==> src/hdl/i2sm_pkg.sv <==
// constants, field layouts and types shared by the i2s master block
// assumes a single 250 MHz fabric clock and an AXI4-Lite register bus
`default_nettype none
package i2sm_pkg;
	// ==========================================================
	// register map (byte addresses)
	localparam int          ADDR_W    = 12;
	localparam logic [11:0] OFF_CTRL  = 12'h000;
	localparam logic [11:0] OFF_STAT  = 12'h004;
	localparam logic [11:0] OFF_PTR   = 12'h008;
	localparam logic [1:0]  RAM_SEL   = 2'h1;
	localparam int          RAM_AW    = 6;
	localparam logic [1:0]  AXI_OKAY  = 2'h0;
	localparam logic [1:0]  AXI_SLV   = 2'h2;
	localparam logic [3:0]  STRB_ALL  = 4'hF;

	// ==========================================================
	// frame timing, in external count clock periods
	localparam int          CNT_W      = 8;
	localparam int          SCK_BIT    = 1;
	localparam int          WS_BIT     = 7;
	localparam logic [1:0]  FALL_PHASE = 2'h1;
	localparam logic [1:0]  RISE_PHASE = 2'h3;
	localparam logic [6:0]  EDGE_PHASE = 7'h7F;
	localparam logic [7:0]  WS_FALL_AT = 8'h7F;
	localparam logic [7:0]  LAG_STD    = 8'h04;
	localparam logic [7:0]  LAG_BACK   = 8'h00;
	localparam logic [7:0]  LAG_FWD    = 8'h00;
	localparam int          WORD_BITS  = 32;
	localparam int          SMP_BITS   = 24;
	localparam logic [5:0]  BITS_WORD  = 6'h20;
	localparam logic [7:0]  PAD_ZERO   = 8'h00;

	// ==========================================================
	// types
	typedef enum logic [1:0] {
		FMT_STD  = 2'h0,
		FMT_BACK = 2'h1,
		FMT_FWD  = 2'h2
	} i2sm_fmt_type;

	typedef struct packed {
		i2sm_fmt_type fmt;
		logic         tx_en;
		logic         right_en;
		logic         left_en;
		logic         run;
	} i2sm_ctrl_type;

	localparam int            CTRL_W     = 6;
	localparam i2sm_ctrl_type CTRL_RESET = 6'h00;

	typedef struct packed {
		logic [31:0] tx_sh;
		logic [31:0] rx_sh;
		logic [31:0] rx_word;
		logic [5:0]  cnt;
		logic        dout;
		logic        oe;
	} i2sm_chan_type;

	localparam i2sm_chan_type CHAN_RESET = '0;

	// ==========================================================
	// padding placement
	function automatic logic [7:0] lag_of(input i2sm_fmt_type f);
		unique case (f)
			FMT_BACK: lag_of = LAG_BACK;
			FMT_FWD:  lag_of = LAG_FWD;
			default:  lag_of = LAG_STD;
		endcase
	endfunction

	function automatic logic [31:0] pack_tx(input logic [23:0] s, input i2sm_fmt_type f);
		pack_tx = (f == FMT_FWD) ? {PAD_ZERO, s} : {s, PAD_ZERO};
	endfunction

	function automatic logic [31:0] unpack_rx(input logic [31:0] w, input i2sm_fmt_type f);
		unpack_rx = (f == FMT_FWD) ? {PAD_ZERO, w[23:0]} : {PAD_ZERO, w[31:8]};
	endfunction
endpackage
`default_nettype wire

==> src/hdl/i2sm_mem.sv <==
// sample memory: one port, registered read data
// assumes the owner issues at most one access per cycle
`default_nettype none
module i2sm_mem #(
	parameter int AW = 6,
	parameter int DW = 32
) (
	input  wire logic          clk,
	input  wire logic          en,
	input  wire logic          we,
	input  wire logic [AW-1:0] addr,
	input  wire logic [DW-1:0] wdata,
	output logic      [DW-1:0] rdata
);
	// ==========================================================
	// storage
	logic [DW-1:0] mem_q [0:(2**AW)-1];
	logic [DW-1:0] rdata_q;

	always_ff @(posedge clk) begin
		if (en && we) begin
			mem_q[addr] <= wdata;
		end
		if (en && !we) begin
			rdata_q <= mem_q[addr];
		end
	end

	assign rdata = rdata_q;
endmodule
`default_nettype wire

==> src/hdl/i2sm_top.sv <==
// i2s master: timer, two slave serial channels, transfer controller
// assumes ext count clock is asynchronous and the board ORs both outputs
//
// The implementer's own choices: the AXI4-Lite interface to the registers and the placing of the registers.
`default_nettype none
module i2sm_top import i2sm_pkg::*; #(
	parameter int MEM_AW = RAM_AW
) (
	input  wire logic              aclk,
	input  wire logic              aresetn,
	input  wire logic              external_count_clock_pin,
	input  wire logic              rx_data_pin,
	output logic                   bit_clock_output_pin,
	output logic                   word_select_output_pin,
	output logic                   strobe_output_pin,
	output logic                   left_dout,
	output logic                   left_dout_oe,
	output logic                   right_dout,
	output logic                   right_dout_oe,
	input  wire logic [ADDR_W-1:0] s_axi_awaddr,
	input  wire logic              s_axi_awvalid,
	output logic                   s_axi_awready,
	input  wire logic [31:0]       s_axi_wdata,
	input  wire logic [3:0]        s_axi_wstrb,
	input  wire logic              s_axi_wvalid,
	output logic                   s_axi_wready,
	output logic [1:0]             s_axi_bresp,
	output logic                   s_axi_bvalid,
	input  wire logic              s_axi_bready,
	input  wire logic [ADDR_W-1:0] s_axi_araddr,
	input  wire logic              s_axi_arvalid,
	output logic                   s_axi_arready,
	output logic [31:0]            s_axi_rdata,
	output logic [1:0]             s_axi_rresp,
	output logic                   s_axi_rvalid,
	input  wire logic              s_axi_rready
);
	// ==========================================================
	// pin synchronisers and timer
	logic          ext_s1_q, ext_s2_q, ext_s3_q, rxd_s1_q, rxd_s2_q;
	logic [7:0]    cnt_q, cnt_d, strb_q, strb_d;
	logic          sck_q, sck_d, ws_q, ws_d, stb_q, stb_d;
	logic          tick, fall_ev, rise_ev, stb_edge;
	i2sm_ctrl_type ctrl_q, ctrl_d;

	assign tick     = ext_s2_q & ~ext_s3_q;
	assign fall_ev  = ctrl_q.run & tick & (cnt_q[1:0] == FALL_PHASE);
	assign rise_ev  = ctrl_q.run & tick & (cnt_q[1:0] == RISE_PHASE);
	assign stb_edge = ctrl_q.run & tick & (strb_q[6:0] == EDGE_PHASE)
	                  & (stb_q ^ strb_q[WS_BIT]);

	always_comb begin
		cnt_d  = cnt_q;
		strb_d = strb_q;
		if (!ctrl_q.run) begin
			cnt_d  = 8'h00;
			strb_d = 8'h00 - lag_of(ctrl_d.fmt);
		end else if (tick) begin
			cnt_d  = cnt_q + 8'h01;
			strb_d = strb_q + 8'h01;
		end
		sck_d = ~ctrl_q.run | ~cnt_d[SCK_BIT];
		ws_d  = ~ctrl_q.run | ~cnt_d[WS_BIT];
		stb_d = ~ctrl_q.run | (stb_q ^ stb_edge);
	end

	always_ff @(posedge aclk) begin
		if (!aresetn) begin
			ext_s1_q <= 1'b0;
			ext_s2_q <= 1'b0;
			ext_s3_q <= 1'b0;
			rxd_s1_q <= 1'b0;
			rxd_s2_q <= 1'b0;
			cnt_q    <= 8'h00;
			strb_q   <= 8'h00;
			sck_q    <= 1'b1;
			ws_q     <= 1'b1;
			stb_q    <= 1'b1;
		end else begin
			ext_s1_q <= external_count_clock_pin;
			ext_s2_q <= ext_s1_q;
			ext_s3_q <= ext_s2_q;
			rxd_s1_q <= rx_data_pin;
			rxd_s2_q <= rxd_s1_q;
			cnt_q    <= cnt_d;
			strb_q   <= strb_d;
			sck_q    <= sck_d;
			ws_q     <= ws_d;
			stb_q    <= stb_d;
		end
	end

	assign bit_clock_output_pin   = sck_q;
	assign word_select_output_pin = ws_q;
	assign strobe_output_pin      = stb_q;

	// ==========================================================
	// serial channels: 0 left, 1 right
	i2sm_chan_type ch_q [2];
	i2sm_chan_type ch_d [2];
	logic [31:0]   hold_q [2];
	logic [31:0]   hold_d [2];
	logic [1:0]    reinit_q, reinit_d, fe, act_now, act_next;

	assign fe       = {ctrl_q.right_en, ctrl_q.left_en};
	assign act_now  = {stb_q, ~stb_q};
	assign act_next = {stb_d, ~stb_d};

	for (genvar i = 0; i < 2; i++) begin : g_chan
		always_comb begin
			ch_d[i] = ch_q[i];
			if (!(fe[i] && !reinit_q[i] && ctrl_q.run)) begin
				ch_d[i].tx_sh = '0;
				ch_d[i].rx_sh = '0;
				ch_d[i].cnt   = 6'h00;
				ch_d[i].dout  = 1'b0;
				ch_d[i].oe    = 1'b0;
			end else if (stb_edge) begin
				if (act_next[i]) begin
					ch_d[i].tx_sh = hold_q[i];
					ch_d[i].rx_sh = '0;
					ch_d[i].cnt   = 6'h00;
					ch_d[i].dout  = 1'b0;
					ch_d[i].oe    = 1'b1;
				end else begin
					ch_d[i].rx_word = ch_q[i].rx_sh;
					if (rise_ev && act_now[i] && ch_q[i].cnt < BITS_WORD) begin
						ch_d[i].rx_word = {ch_q[i].rx_sh[30:0], rxd_s2_q};
					end
					ch_d[i].dout    = 1'b0;
					ch_d[i].oe      = 1'b0;
				end
			end else if (act_now[i] && ch_q[i].cnt < BITS_WORD) begin
				if (fall_ev) begin
					ch_d[i].dout  = ch_q[i].tx_sh[WORD_BITS-1];
					ch_d[i].tx_sh = {ch_q[i].tx_sh[30:0], 1'b0};
				end
				if (rise_ev) begin
					ch_d[i].rx_sh = {ch_q[i].rx_sh[30:0], rxd_s2_q};
					ch_d[i].cnt   = ch_q[i].cnt + 6'h01;
				end
			end
			ch_d[i].oe = ch_d[i].oe & ctrl_q.tx_en;
			ch_d[i].dout = ch_d[i].dout & ch_d[i].oe;
		end

		always_ff @(posedge aclk) begin
			if (!aresetn) begin
				ch_q[i] <= CHAN_RESET;
			end else begin
				ch_q[i] <= ch_d[i];
			end
		end
	end

	assign left_dout     = ch_q[0].dout;
	assign left_dout_oe  = ch_q[0].oe;
	assign right_dout    = ch_q[1].dout;
	assign right_dout_oe = ch_q[1].oe;

	// ==========================================================
	// transfer controller and register slave
	typedef enum logic [2:0] {
		S_IDLE, S_TX_RD, S_TX_LD, S_RX_WR, S_BUS_WR, S_BUS_RD, S_BUS_RD2
	} i2sm_state_type;

	i2sm_state_type   st_q, st_d;
	logic             cur_q, cur_d;
	logic [1:0]       pend_q, pend_d, pend_set, pend_clr;
	logic [MEM_AW-2:0] txp_q, txp_d, rxp_q, rxp_d;
	logic [15:0]      xfer_q, xfer_d;
	logic             awh_q, awh_d, wh_q, wh_d, arh_q, arh_d;
	logic [ADDR_W-1:0] awa_q, awa_d, ara_q, ara_d;
	logic [31:0]      wd_q, wd_d, rd_q, rd_d;
	logic [3:0]       ws_strb_q, ws_strb_d;
	logic             bv_q, bv_d, rv_q, rv_d;
	logic [1:0]       br_q, br_d, rr_q, rr_d;
	logic             m_en, m_we, aw_ram, ar_ram;
	logic [MEM_AW-1:0] m_addr;
	logic [31:0]      m_wdata, m_rdata, reg_rd;

	function automatic logic ram_hit(input logic [ADDR_W-1:0] a);
		ram_hit = (a[11:10] == RAM_SEL) && ({1'b0, a[9:2]} < 9'(2 ** MEM_AW));
	endfunction

	assign aw_ram   = ram_hit(awa_q);
	assign ar_ram   = ram_hit(ara_q);
	assign pend_set = {stb_edge & stb_q, stb_edge & ~stb_q};

	always_comb begin
		unique case (ara_q)
			OFF_CTRL: reg_rd = {26'h0, ctrl_q};
			OFF_STAT: reg_rd = {24'h0, st_q != S_IDLE, pend_q, reinit_q, stb_q, ws_q, sck_q};
			OFF_PTR:  reg_rd = {xfer_q, 8'(rxp_q), 8'(txp_q)};
			default:  reg_rd = 32'h0;
		endcase
	end

	always_comb begin
		st_d = st_q; cur_d = cur_q; txp_d = txp_q; rxp_d = rxp_q; xfer_d = xfer_q;
		ctrl_d = ctrl_q; hold_d = hold_q; reinit_d = 2'h0; pend_clr = 2'h0;
		awh_d = awh_q; awa_d = awa_q; wh_d = wh_q; wd_d = wd_q; ws_strb_d = ws_strb_q;
		arh_d = arh_q; ara_d = ara_q; bv_d = bv_q; br_d = br_q; rv_d = rv_q;
		rr_d = rr_q; rd_d = rd_q;
		m_en = 1'b0; m_we = 1'b0; m_addr = {1'b0, txp_q[MEM_AW-2:1], cur_q}; m_wdata = 32'h0;
		if (s_axi_awvalid && !awh_q) begin
			awh_d = 1'b1;
			awa_d = s_axi_awaddr;
		end
		if (s_axi_wvalid && !wh_q) begin
			wh_d      = 1'b1;
			wd_d      = s_axi_wdata;
			ws_strb_d = s_axi_wstrb;
		end
		if (s_axi_arvalid && !arh_q) begin
			arh_d = 1'b1;
			ara_d = s_axi_araddr;
		end
		if (bv_q && s_axi_bready) bv_d = 1'b0;
		if (rv_q && s_axi_rready) rv_d = 1'b0;
		unique case (st_q)
			S_IDLE: begin
				if (pend_q != 2'h0) begin
					cur_d = ~pend_q[0];
					st_d  = S_TX_RD;
				end else if (awh_q && wh_q && !bv_q) begin
					if (aw_ram) begin
						st_d = S_BUS_WR;
					end else begin
						if (awa_q == OFF_CTRL && ws_strb_q[0]) begin
							ctrl_d = i2sm_ctrl_type'(wd_q[CTRL_W-1:0]);
						end
						br_d = (awa_q == OFF_CTRL || awa_q == OFF_STAT || awa_q == OFF_PTR)
						       ? AXI_OKAY : AXI_SLV;
						bv_d = 1'b1; awh_d = 1'b0; wh_d = 1'b0;
					end
				end else if (arh_q && !rv_q) begin
					if (ar_ram) begin
						st_d = S_BUS_RD;
					end else begin
						rd_d = reg_rd;
						rr_d = (ara_q == OFF_CTRL || ara_q == OFF_STAT || ara_q == OFF_PTR)
						       ? AXI_OKAY : AXI_SLV;
						rv_d = 1'b1; arh_d = 1'b0;
					end
				end
			end
			S_TX_RD: begin
				m_en = 1'b1;
				st_d = S_TX_LD;
			end
			S_TX_LD: begin
				hold_d[cur_q] = pack_tx(m_rdata[SMP_BITS-1:0], ctrl_q.fmt);
				st_d          = S_RX_WR;
			end
			S_RX_WR: begin
				m_en            = 1'b1;
				m_we            = 1'b1;
				m_addr          = {1'b1, rxp_q};
				m_wdata         = unpack_rx(ch_q[cur_q].rx_word, ctrl_q.fmt);
				txp_d           = txp_q + 1'b1;
				rxp_d           = rxp_q + 1'b1;
				xfer_d          = xfer_q + 16'h0001;
				pend_clr[cur_q] = 1'b1;
				reinit_d[cur_q] = 1'b1;
				st_d            = S_IDLE;
			end
			S_BUS_WR: begin
				m_en    = 1'b1;
				m_we    = (ws_strb_q == STRB_ALL);
				m_addr  = awa_q[MEM_AW+1:2];
				m_wdata = wd_q;
				br_d    = AXI_OKAY;
				bv_d    = 1'b1; awh_d = 1'b0; wh_d = 1'b0;
				st_d    = S_IDLE;
			end
			S_BUS_RD: begin
				m_en   = 1'b1;
				m_addr = ara_q[MEM_AW+1:2];
				st_d   = S_BUS_RD2;
			end
			S_BUS_RD2: begin
				rd_d = m_rdata;
				rr_d = AXI_OKAY;
				rv_d = 1'b1; arh_d = 1'b0;
				st_d = S_IDLE;
			end
		endcase
		pend_d = (pend_q & ~pend_clr) | pend_set;
	end

	always_ff @(posedge aclk) begin
		if (!aresetn) begin
			st_q <= S_IDLE; cur_q <= 1'b0; pend_q <= 2'h0; reinit_q <= 2'h0;
			txp_q <= '0; rxp_q <= '0; xfer_q <= 16'h0000; ctrl_q <= CTRL_RESET;
			hold_q[0] <= 32'h0; hold_q[1] <= 32'h0;
			awh_q <= 1'b0; awa_q <= '0; wh_q <= 1'b0; wd_q <= 32'h0; ws_strb_q <= 4'h0;
			arh_q <= 1'b0; ara_q <= '0; bv_q <= 1'b0; br_q <= AXI_OKAY;
			rv_q <= 1'b0; rr_q <= AXI_OKAY; rd_q <= 32'h0;
		end else begin
			st_q <= st_d; cur_q <= cur_d; pend_q <= pend_d; reinit_q <= reinit_d;
			txp_q <= txp_d; rxp_q <= rxp_d; xfer_q <= xfer_d; ctrl_q <= ctrl_d;
			hold_q <= hold_d;
			awh_q <= awh_d; awa_q <= awa_d; wh_q <= wh_d; wd_q <= wd_d; ws_strb_q <= ws_strb_d;
			arh_q <= arh_d; ara_q <= ara_d; bv_q <= bv_d; br_q <= br_d;
			rv_q <= rv_d; rr_q <= rr_d; rd_q <= rd_d;
		end
	end

	assign s_axi_awready = ~awh_q;
	assign s_axi_wready  = ~wh_q;
	assign s_axi_arready = ~arh_q;
	assign s_axi_bvalid  = bv_q;
	assign s_axi_bresp   = br_q;
	assign s_axi_rvalid  = rv_q;
	assign s_axi_rresp   = rr_q;
	assign s_axi_rdata   = rd_q;

	i2sm_mem #(
		.AW(MEM_AW),
		.DW(WORD_BITS)
	) u_mem (
		.clk  (aclk),
		.en   (m_en),
		.we   (m_we),
		.addr (m_addr),
		.wdata(m_wdata),
		.rdata(m_rdata)
	);
endmodule
`default_nettype wire

==> config.mk <==
export PLATFORM = sky130hd
export DESIGN_NAME = i2sm_top
export DESIGN_NICKNAME = d
export VERILOG_FILES = /design/src/hdl/i2sm_pkg.sv /design/src/hdl/i2sm_mem.sv /design/src/hdl/i2sm_top.sv
export SDC_FILE = /design/constraint.sdc
export NUM_CORES = 2
export LEC_CHECK = 0
export BUFFER_PORTS_ARGS = -buffer_cell sky130_fd_sc_hd__buf_2
export CAP_MARGIN = 20
export CORE_ASPECT_RATIO = 1.25
export CORE_MARGIN = 2
export CORE_UTILIZATION = 60
export CTS_CLUSTER_SIZE = 16
export DETAILED_ROUTE_END_ITERATION = 16
export PLACE_DENSITY = 0.75
export SKIP_CTS_REPAIR_TIMING = 1
export SYNTH_ARGS = -nofsm -noshare
export SYNTH_HDL_FRONTEND = slang
export SYNTH_HIERARCHICAL = 1
export SYNTH_SLANG_ARGS = --single-unit
==> constraint.sdc <==
create_clock -name aclk -period 5.2 [get_ports aclk]
set_input_delay 1.04 -clock aclk [delete_from_list [all_inputs] [get_ports aclk]]
set_output_delay 1.04 -clock aclk [all_outputs]
set_load 0.01 [all_outputs]
======== Yosys cells after proc, flatten, opt, wreduce, memory -nomap -nowiden ========
Memory sizes are Yosys's and may differ from the RTL's. A register that Yosys moved wholly into a read port is not among the register bits.
Index checks and enable logic that the tools add are counted.
word-level totals
  flip-flop bits (word level) ............. 229
  RAM bits ................................ 2256
  input port bits ......................... 69
  logic and storage cells ................. 288
  memories ................................ 2
operators by class
  add/subtract/negate cells ............... 8
  magnitude comparators ................... 8
  eq/ne operators ......................... 29
  muxes and demuxes ....................... 117
  bitwise logic cells ..................... 34
  reductions and logical operators ........ 53
memories
  memory       depth  bits a word  rd ports  clocked after memory_dff  write ports  RTL line        source
  u_mem.mem_q  64     32           1         1                         1            i2sm_mem.sv:17  logic [DW-1:0] mem_q [0:(2**AW)-1];
  ch_q         2      104          3         1                         2            i2sm_top.sv:99  i2sm_chan_type ch_q [2];
operators by type and width
  kind                     count
  $mux W32                 18
  $mux W64                 8
  $mux W104                2
  $pmux W32 S2             2
  $pmux W32 S3             1
  $bwmux W64               1
  $mux W8                  7
  $mux W6                  9
  $mux W1                  36
  $demux W32 S1            1
  $mux W7                  4
  $logic_and A1 B1 Y1      25
  $eq A12 B3 Y1 const B    2
  $eq A12 B4 Y1 const B    2
  $logic_not A12 Y1        2
  $mux W24                 1
  $mux W2                  10
  $mux W3                  6
  $pmux W6 S3              1
  $add A16 B1 Y16 const B  1
  $add A8 B1 Y8 const B    2
  $lt A8 B7 Y1 const B     2
  $pmux W3 S5              1
  $ne A2 B2 Y1 const B     7
  other kinds (39)         98

======== Longest topological paths before layout ========
  depth after elaboration ................. 13
  gate-level depth with buffers ........... 17
  mapped depth without buffers ............ 11

======== Modules after synthesis ========
The synthesis kept the hierarchy.
modules (own cells, without submodules)
  module    instances  cells an instance  area each (sq um)  seq. area each (sq um)
  i2sm_mem  1          4325               78783.1            62459.9
  i2sm_top  1          2045               18505.2            8728.4

======== Least setup slack after synthesis ========
OpenSTA, ideal clock, no wires.
  kind .................................... register -> register
  start point ............................. register st_q[2]
  end point ............................... memory u_mem.mem_q[11][0] (enable)
  library setup time ...................... 0.421 ns
  data arrival time ....................... 4.188 ns
  data required time ...................... 4.779 ns
  path slack .............................. 0.591 ns
  cell stages (with the launch flop) ...... 15
  buffers on the path ..................... 8
  path through ............................ dfxtp_1 > clkbuf_1 > nor2b_1 > clkbuf_1 > nor2_1 > a21o_1 > buf_4 > buf_6 > buf_2 > buf_4 > buf_6 > buf_4 > nor2_1 > nand2_1 > nor2_1
between the ends
  elaborated cells on any way between the ends .. 11
  classes of those cells .................. 4 x eq/ne; 5 x mux; 2 x reduce/logical
RTL lines
  element                                       RTL line         source
  start: declaration                            i2sm_top.sv:167  i2sm_state_type st_q, st_d;
  start signal: assignment                      i2sm_top.sv:301  st_q <= st_d; cur_q <= cur_d; pend_q <= pend_d; reinit_q <= reinit_d;
  $eq A3 B3 Y1 or $eq A3 B2 Y1 (tied branches)  i2sm_top.sv:221  unique case (st_q)
  $pmux W6 S3 (*)                               i2sm_top.sv:221
  net m_addr[2]                                 i2sm_top.sv:179  logic [MEM_AW-1:0] m_addr;
  end: declaration                              i2sm_mem.sv:17
The timed path passes the listed nets; every way through them passes the cells marked *.

======== Worst setup path after layout ========
  start point ............................. register st_q[1]
  end point ............................... register u_mem.rdata_q[30], in the netlist u_mem/rdata[30], read port of u_mem.mem_q (data pin)
between the ends
  elaborated cells on any way between the ends .. 10
  classes of those cells .................. 4 x eq/ne; 3 x mux; 3 x reduce/logical
RTL lines
  element                                       RTL line         source
  $eq A3 B3 Y1 or $eq A3 B2 Y1 (tied branches)  i2sm_top.sv:221
  $pmux W6 S3 (*)                               i2sm_top.sv:221
  net m_addr[2]                                 i2sm_top.sv:179
  end: declaration                              i2sm_mem.sv:18   logic [DW-1:0] rdata_q;
Marks and branches as above.
A chain may end at the register's enable or synchronous reset.

==> summary.log <==
INFO  clocking       cts.sinks=2,516
INFO  sta            rsz_0062_raised_after_global_routing=false
INFO  grt            grt-busiest-layer=met2
INFO  sta            setup_violation_total_in_the_final_timing_report=0
INFO  pwr            power.switching=15.30mW
INFO  sta            final_critical_path_setup_slack=0.1132ns
INFO  sta            final_max_slew_violation_count=0
INFO  min_path       worst_hold_path.endpoint=ara_q[11]
INFO  die            row_count=165
INFO  min_path       timing.hold.worst.class=input pin to flop
INFO  pwr            p_clk_share=32.7%
INFO  grt            antenna_found_initial=19
INFO  place          globalplace.congestion=0.9571
INFO  sta            fmaxAchievable=196.6MHz
INFO  pwr            internal_power_component=34.95mW
INFO  finish         design.final.nets=6,577
INFO  yosys          synth.top_cells.by_count=edfxtp_1, dfxtp_1, nor2_1
INFO  clocking       cts_made_buffers=219
INFO  worst_setup_path r2r_path_start=st_q[1]
INFO  clocking       ctsRootBufferMaster=clkbuf_16
INFO  yosys          synth_async_sr_flop_share=0%
INFO  yosys          post_synth.cell_area_avg=15.27um^2
INFO  pwr            netSwitchingFraction=30.45%
INFO  worst_setup_path crit_type=flop to flop
INFO  worst_setup_path endpoint_kind=flop
INFO  yosys          synth-main-ff-cell=edfxtp_1
INFO  yosys          most_common_cell_in_the_synthesized_netlist=edfxtp_1
INFO  finish         finalNonFillerCells=8,884
INFO  sta            holdWs=0.4017ns
INFO  job            cap_violations=0
INFO  grt            globalRouteMet3Util=7.144%
INFO  worst_setup_path cp-start-kind=flop
INFO  sta            final.setup_skew=0.04727ns
INFO  detailed_routing drt_iter0_drc=9,047
INFO  finish         post-route-cell-area=109,200um^2
INFO  finish         num-fill-cells=10,580
INFO  finish         final_core_util=67.66%
INFO  grt            groute.usage.overall=33.34%
INFO  pwr            comb_power_share=21.8%
INFO  yosys          yosysSeqAreaShare=73.17%
INFO  pwr            power_density=460.1nW/um^2
INFO  detailed_routing drc_errors=0
INFO  pwr            power.ir.vdd_worst=0.0003155V
INFO  grt            grt_use_met2=52.96%
INFO  worst_setup_path timing.rr.end=u_mem/rdata[30]
INFO  yosys          synth.cell_area=97,290um^2
INFO  sta            period_needed=5.087ns
INFO  die            die_w=364.2um
INFO  place          place_area=101,800um^2
INFO  sta            finalHoldViolCount=0
INFO  min_path       timing.hold.worst_path_depth=3
INFO  clocking       max_buffers_root_to_sink=3
INFO  worst_setup_path regToRegSetupSlack=0.11ns
INFO  detailed_routing drt.antenna.violating_nets=0
INFO  pwr            total_leakage_power=34.28nW
INFO  yosys          synth-seq-cells=2,516
INFO  worst_setup_path critPathMaxFanout=30
INFO  worst_setup_path data_required_time_at_the_worst_endpoint=5.82ns
INFO  pwr            total_power=50.25mW
INFO  die            floorplan.die.height=454.2um
INFO  grt            grt_start_max_net_pins=144
INFO  grt            grt-ovfl-total=0
INFO  clocking       h-tree-depth=4
INFO  sta            setup-tns-final=0ns
INFO  worst_setup_path critical_path_arrival=5.71ns
INFO  yosys          netlist_instances=6,370
INFO  worst_setup_path reg2reg_depth=12
INFO  sta            tightest_slew=1.127ns
INFO  yosys          synth_top_area_share=64.20%
INFO  place          place.detailed.instances=8,447
INFO  yosys          post-synth-top-area-cell=edfxtp_1
INFO  min_path       holdCritStartpoint=s_axi_araddr[11]
INFO  die            initial_utilization=60.26%
INFO  yosys          yosys_warnings=6
INFO  grt            global_route_wire_length_before_repair=399.5mm
INFO  detailed_routing drt-vias-per-instance=6.890
INFO  status         outcome=completed
INFO  pwr            sequentialPowerShare=45.4%
INFO  place          dp.final_hpwl=167.9mm
INFO  detailed_routing vias=61,210
INFO  finish         area_growth_syn_to_layout=12.27%
INFO  yosys          netlist_top_cells_area=edfxtp_1, dfxtp_1, mux2i_1
INFO  yosys          netlist-cell-type-count=79
INFO  clocking       clkLatencyLatePin=0.89ns
INFO  grt            met1_usage=41.53%
INFO  clocking       clk_transition_reported_paths=0.06ns
INFO  sta            max_slew_margin=24.79%
INFO  die            die_area=165,400um^2
INFO  die            core=161,400um^2
INFO  detailed_routing route.detailed.wl_per_inst=31.19um
INFO  clocking       tritoncts_clock_tree=built
INFO  die            num_io_pins=117
INFO  sta            finalCritPeriodShare=97.82%
INFO  place          pre_cts_slack=0.1460ns
INFO  detailed_routing wire_length_reported_by_the_detailed_router=277.1mm
INFO  yosys          synth_enable_flop_cells=2,080
INFO  grt            first_global_vias=59,490
INFO  place          placement.io_buffers=114
INFO  finish         drive_gt1_share=16.02%
INFO  detailed_routing detailedRoute.firstPassIterationCount=5
-- cells by family (layout without fill, tap and decap cells) --
group,count (synthesis),in the layout,share of synthesized area (%)
flops,2516,2516,73.17
compound gates,1649,1649,11.85
simple gates,1107,1107,5.202
mux,539,539,7.026
buf+inv,514,829,2.320
xor+xnor,36,36,0.3241
fa+ha+maj,8,8,0.1029
other cells,1,29,0.003855
-- routing by layer --
metal,up-vias,wire length (um)
li1,25710,-
met2,4183,130600
met1,30480,94370
met4,10,21270
met5,-,76
met3,830,30820
-- worst max-delay path by stage --
stage / startpoint / endpoint / slack, ns / cells after the start
final: st_q[1] / u_mem/rdata[30] / 0.11 / 12
after global routing: st_q[1] / u_mem/rdata[30] / 0.05 / 12
after CTS: st_q[2] / u_mem/rdata[1] / 0.08 / 11
after detailed placement: st_q[2] / u_mem/rdata[1] / 0.15 / 11
after global placement: st_q[2] / u_mem/rdata[6] / -0.15 / 11
after floorplan: st_q[2] / u_mem/mem_q[11][0] / 0.59 / 14
-- final cells by class --
class                           instances  area, um^2  share of cell area (%)
Sequential cell                      2516       71190                   65.17
Timing Repair Buffer                  407        3351                   3.068
Clock inverter                        142        1405                   1.286
Inverter                               15       68.82                 0.06300
Multi-Input combinational cell       3341       24560                   22.48
Antenna cell                           27       67.56                 0.06186
Tap cell                             2171        2716                   2.487
Clock buffer                          265        5874                   5.378
-- critical path, cell delays in order (launching register included) --
cell and delay, ns:
dfxtp_1 0.53, inv_1 0.20, nor2_1 0.38, a22oi_1 0.15, a21oi_1 0.24, a21o_4 0.61, buf_4 0.44, buf_4 0.36
mux2i_1 0.27, o22ai_1 0.10, a311oi_1 0.79, o22ai_1 0.15, or4_1 0.58
-- sequential cells by signal (all words and copies together) (netlist names), 2 cells and up, named ones only --
name and cells:
u_mem/mem_q 2048, ch_q 208, hold_q 64, s_axi_rdata 32, u_mem/rdata 32, wd_q 32, xfer_q 16, ara_q 12
awa_q 12, cnt_q 8, strb_q 8, ctrl_q 6, rxp_q 5, txp_q 5, ws_strb_q 4, st_q 3
pend_q 2, reinit_q 2
-- cell usage in the layout (no fill, tap or decap), types with 16 or more instances in the layout --
cell type and count:
a21oi_1 313, buf_4 246, clkinv_1 41, nor3_1 48, o2111ai_1 16, clkbuf_16 226
clkbuf_1 30, a22o_2 24, a211oi_1 115, o21ai_1 48, o221ai_1 19, dfxtp_1 436
buf_2 114, o22a_1 19, buf_12 42, and2_1 23, diode_2 27, a221oi_1 386
xor2_1 25, nand3_1 118, nand4_1 44, bufinv_16 23, a31oi_1 19, or3_1 22
nor2_1 350, nand2_1 298, a22o_1 52, mux2_2 61, mux2i_1 369, mux4_2 109
edfxtp_1 2080, clkinv_2 48, a22oi_1 198, nor4_1 19, nor2_4 68, and4_1 31
o22ai_1 117, o21ai_0 240
-- power by group through the flow --
stage | clock [mW] | combinational, mW | sequential [mW]
after detailed placement | 0 | 10.5 | 23.2
after floorplan | 0 | 6.43 | 22.8
after CTS | 16.5 | 10.6 | 22.8
after global routing | 17.2 | 11.4 | 22.8
after global placement | 0 | 10.3 | 23.2
final | 16.5 | 11.0 | 22.8
No activity file was read; power rests on OpenSTA's default activity.
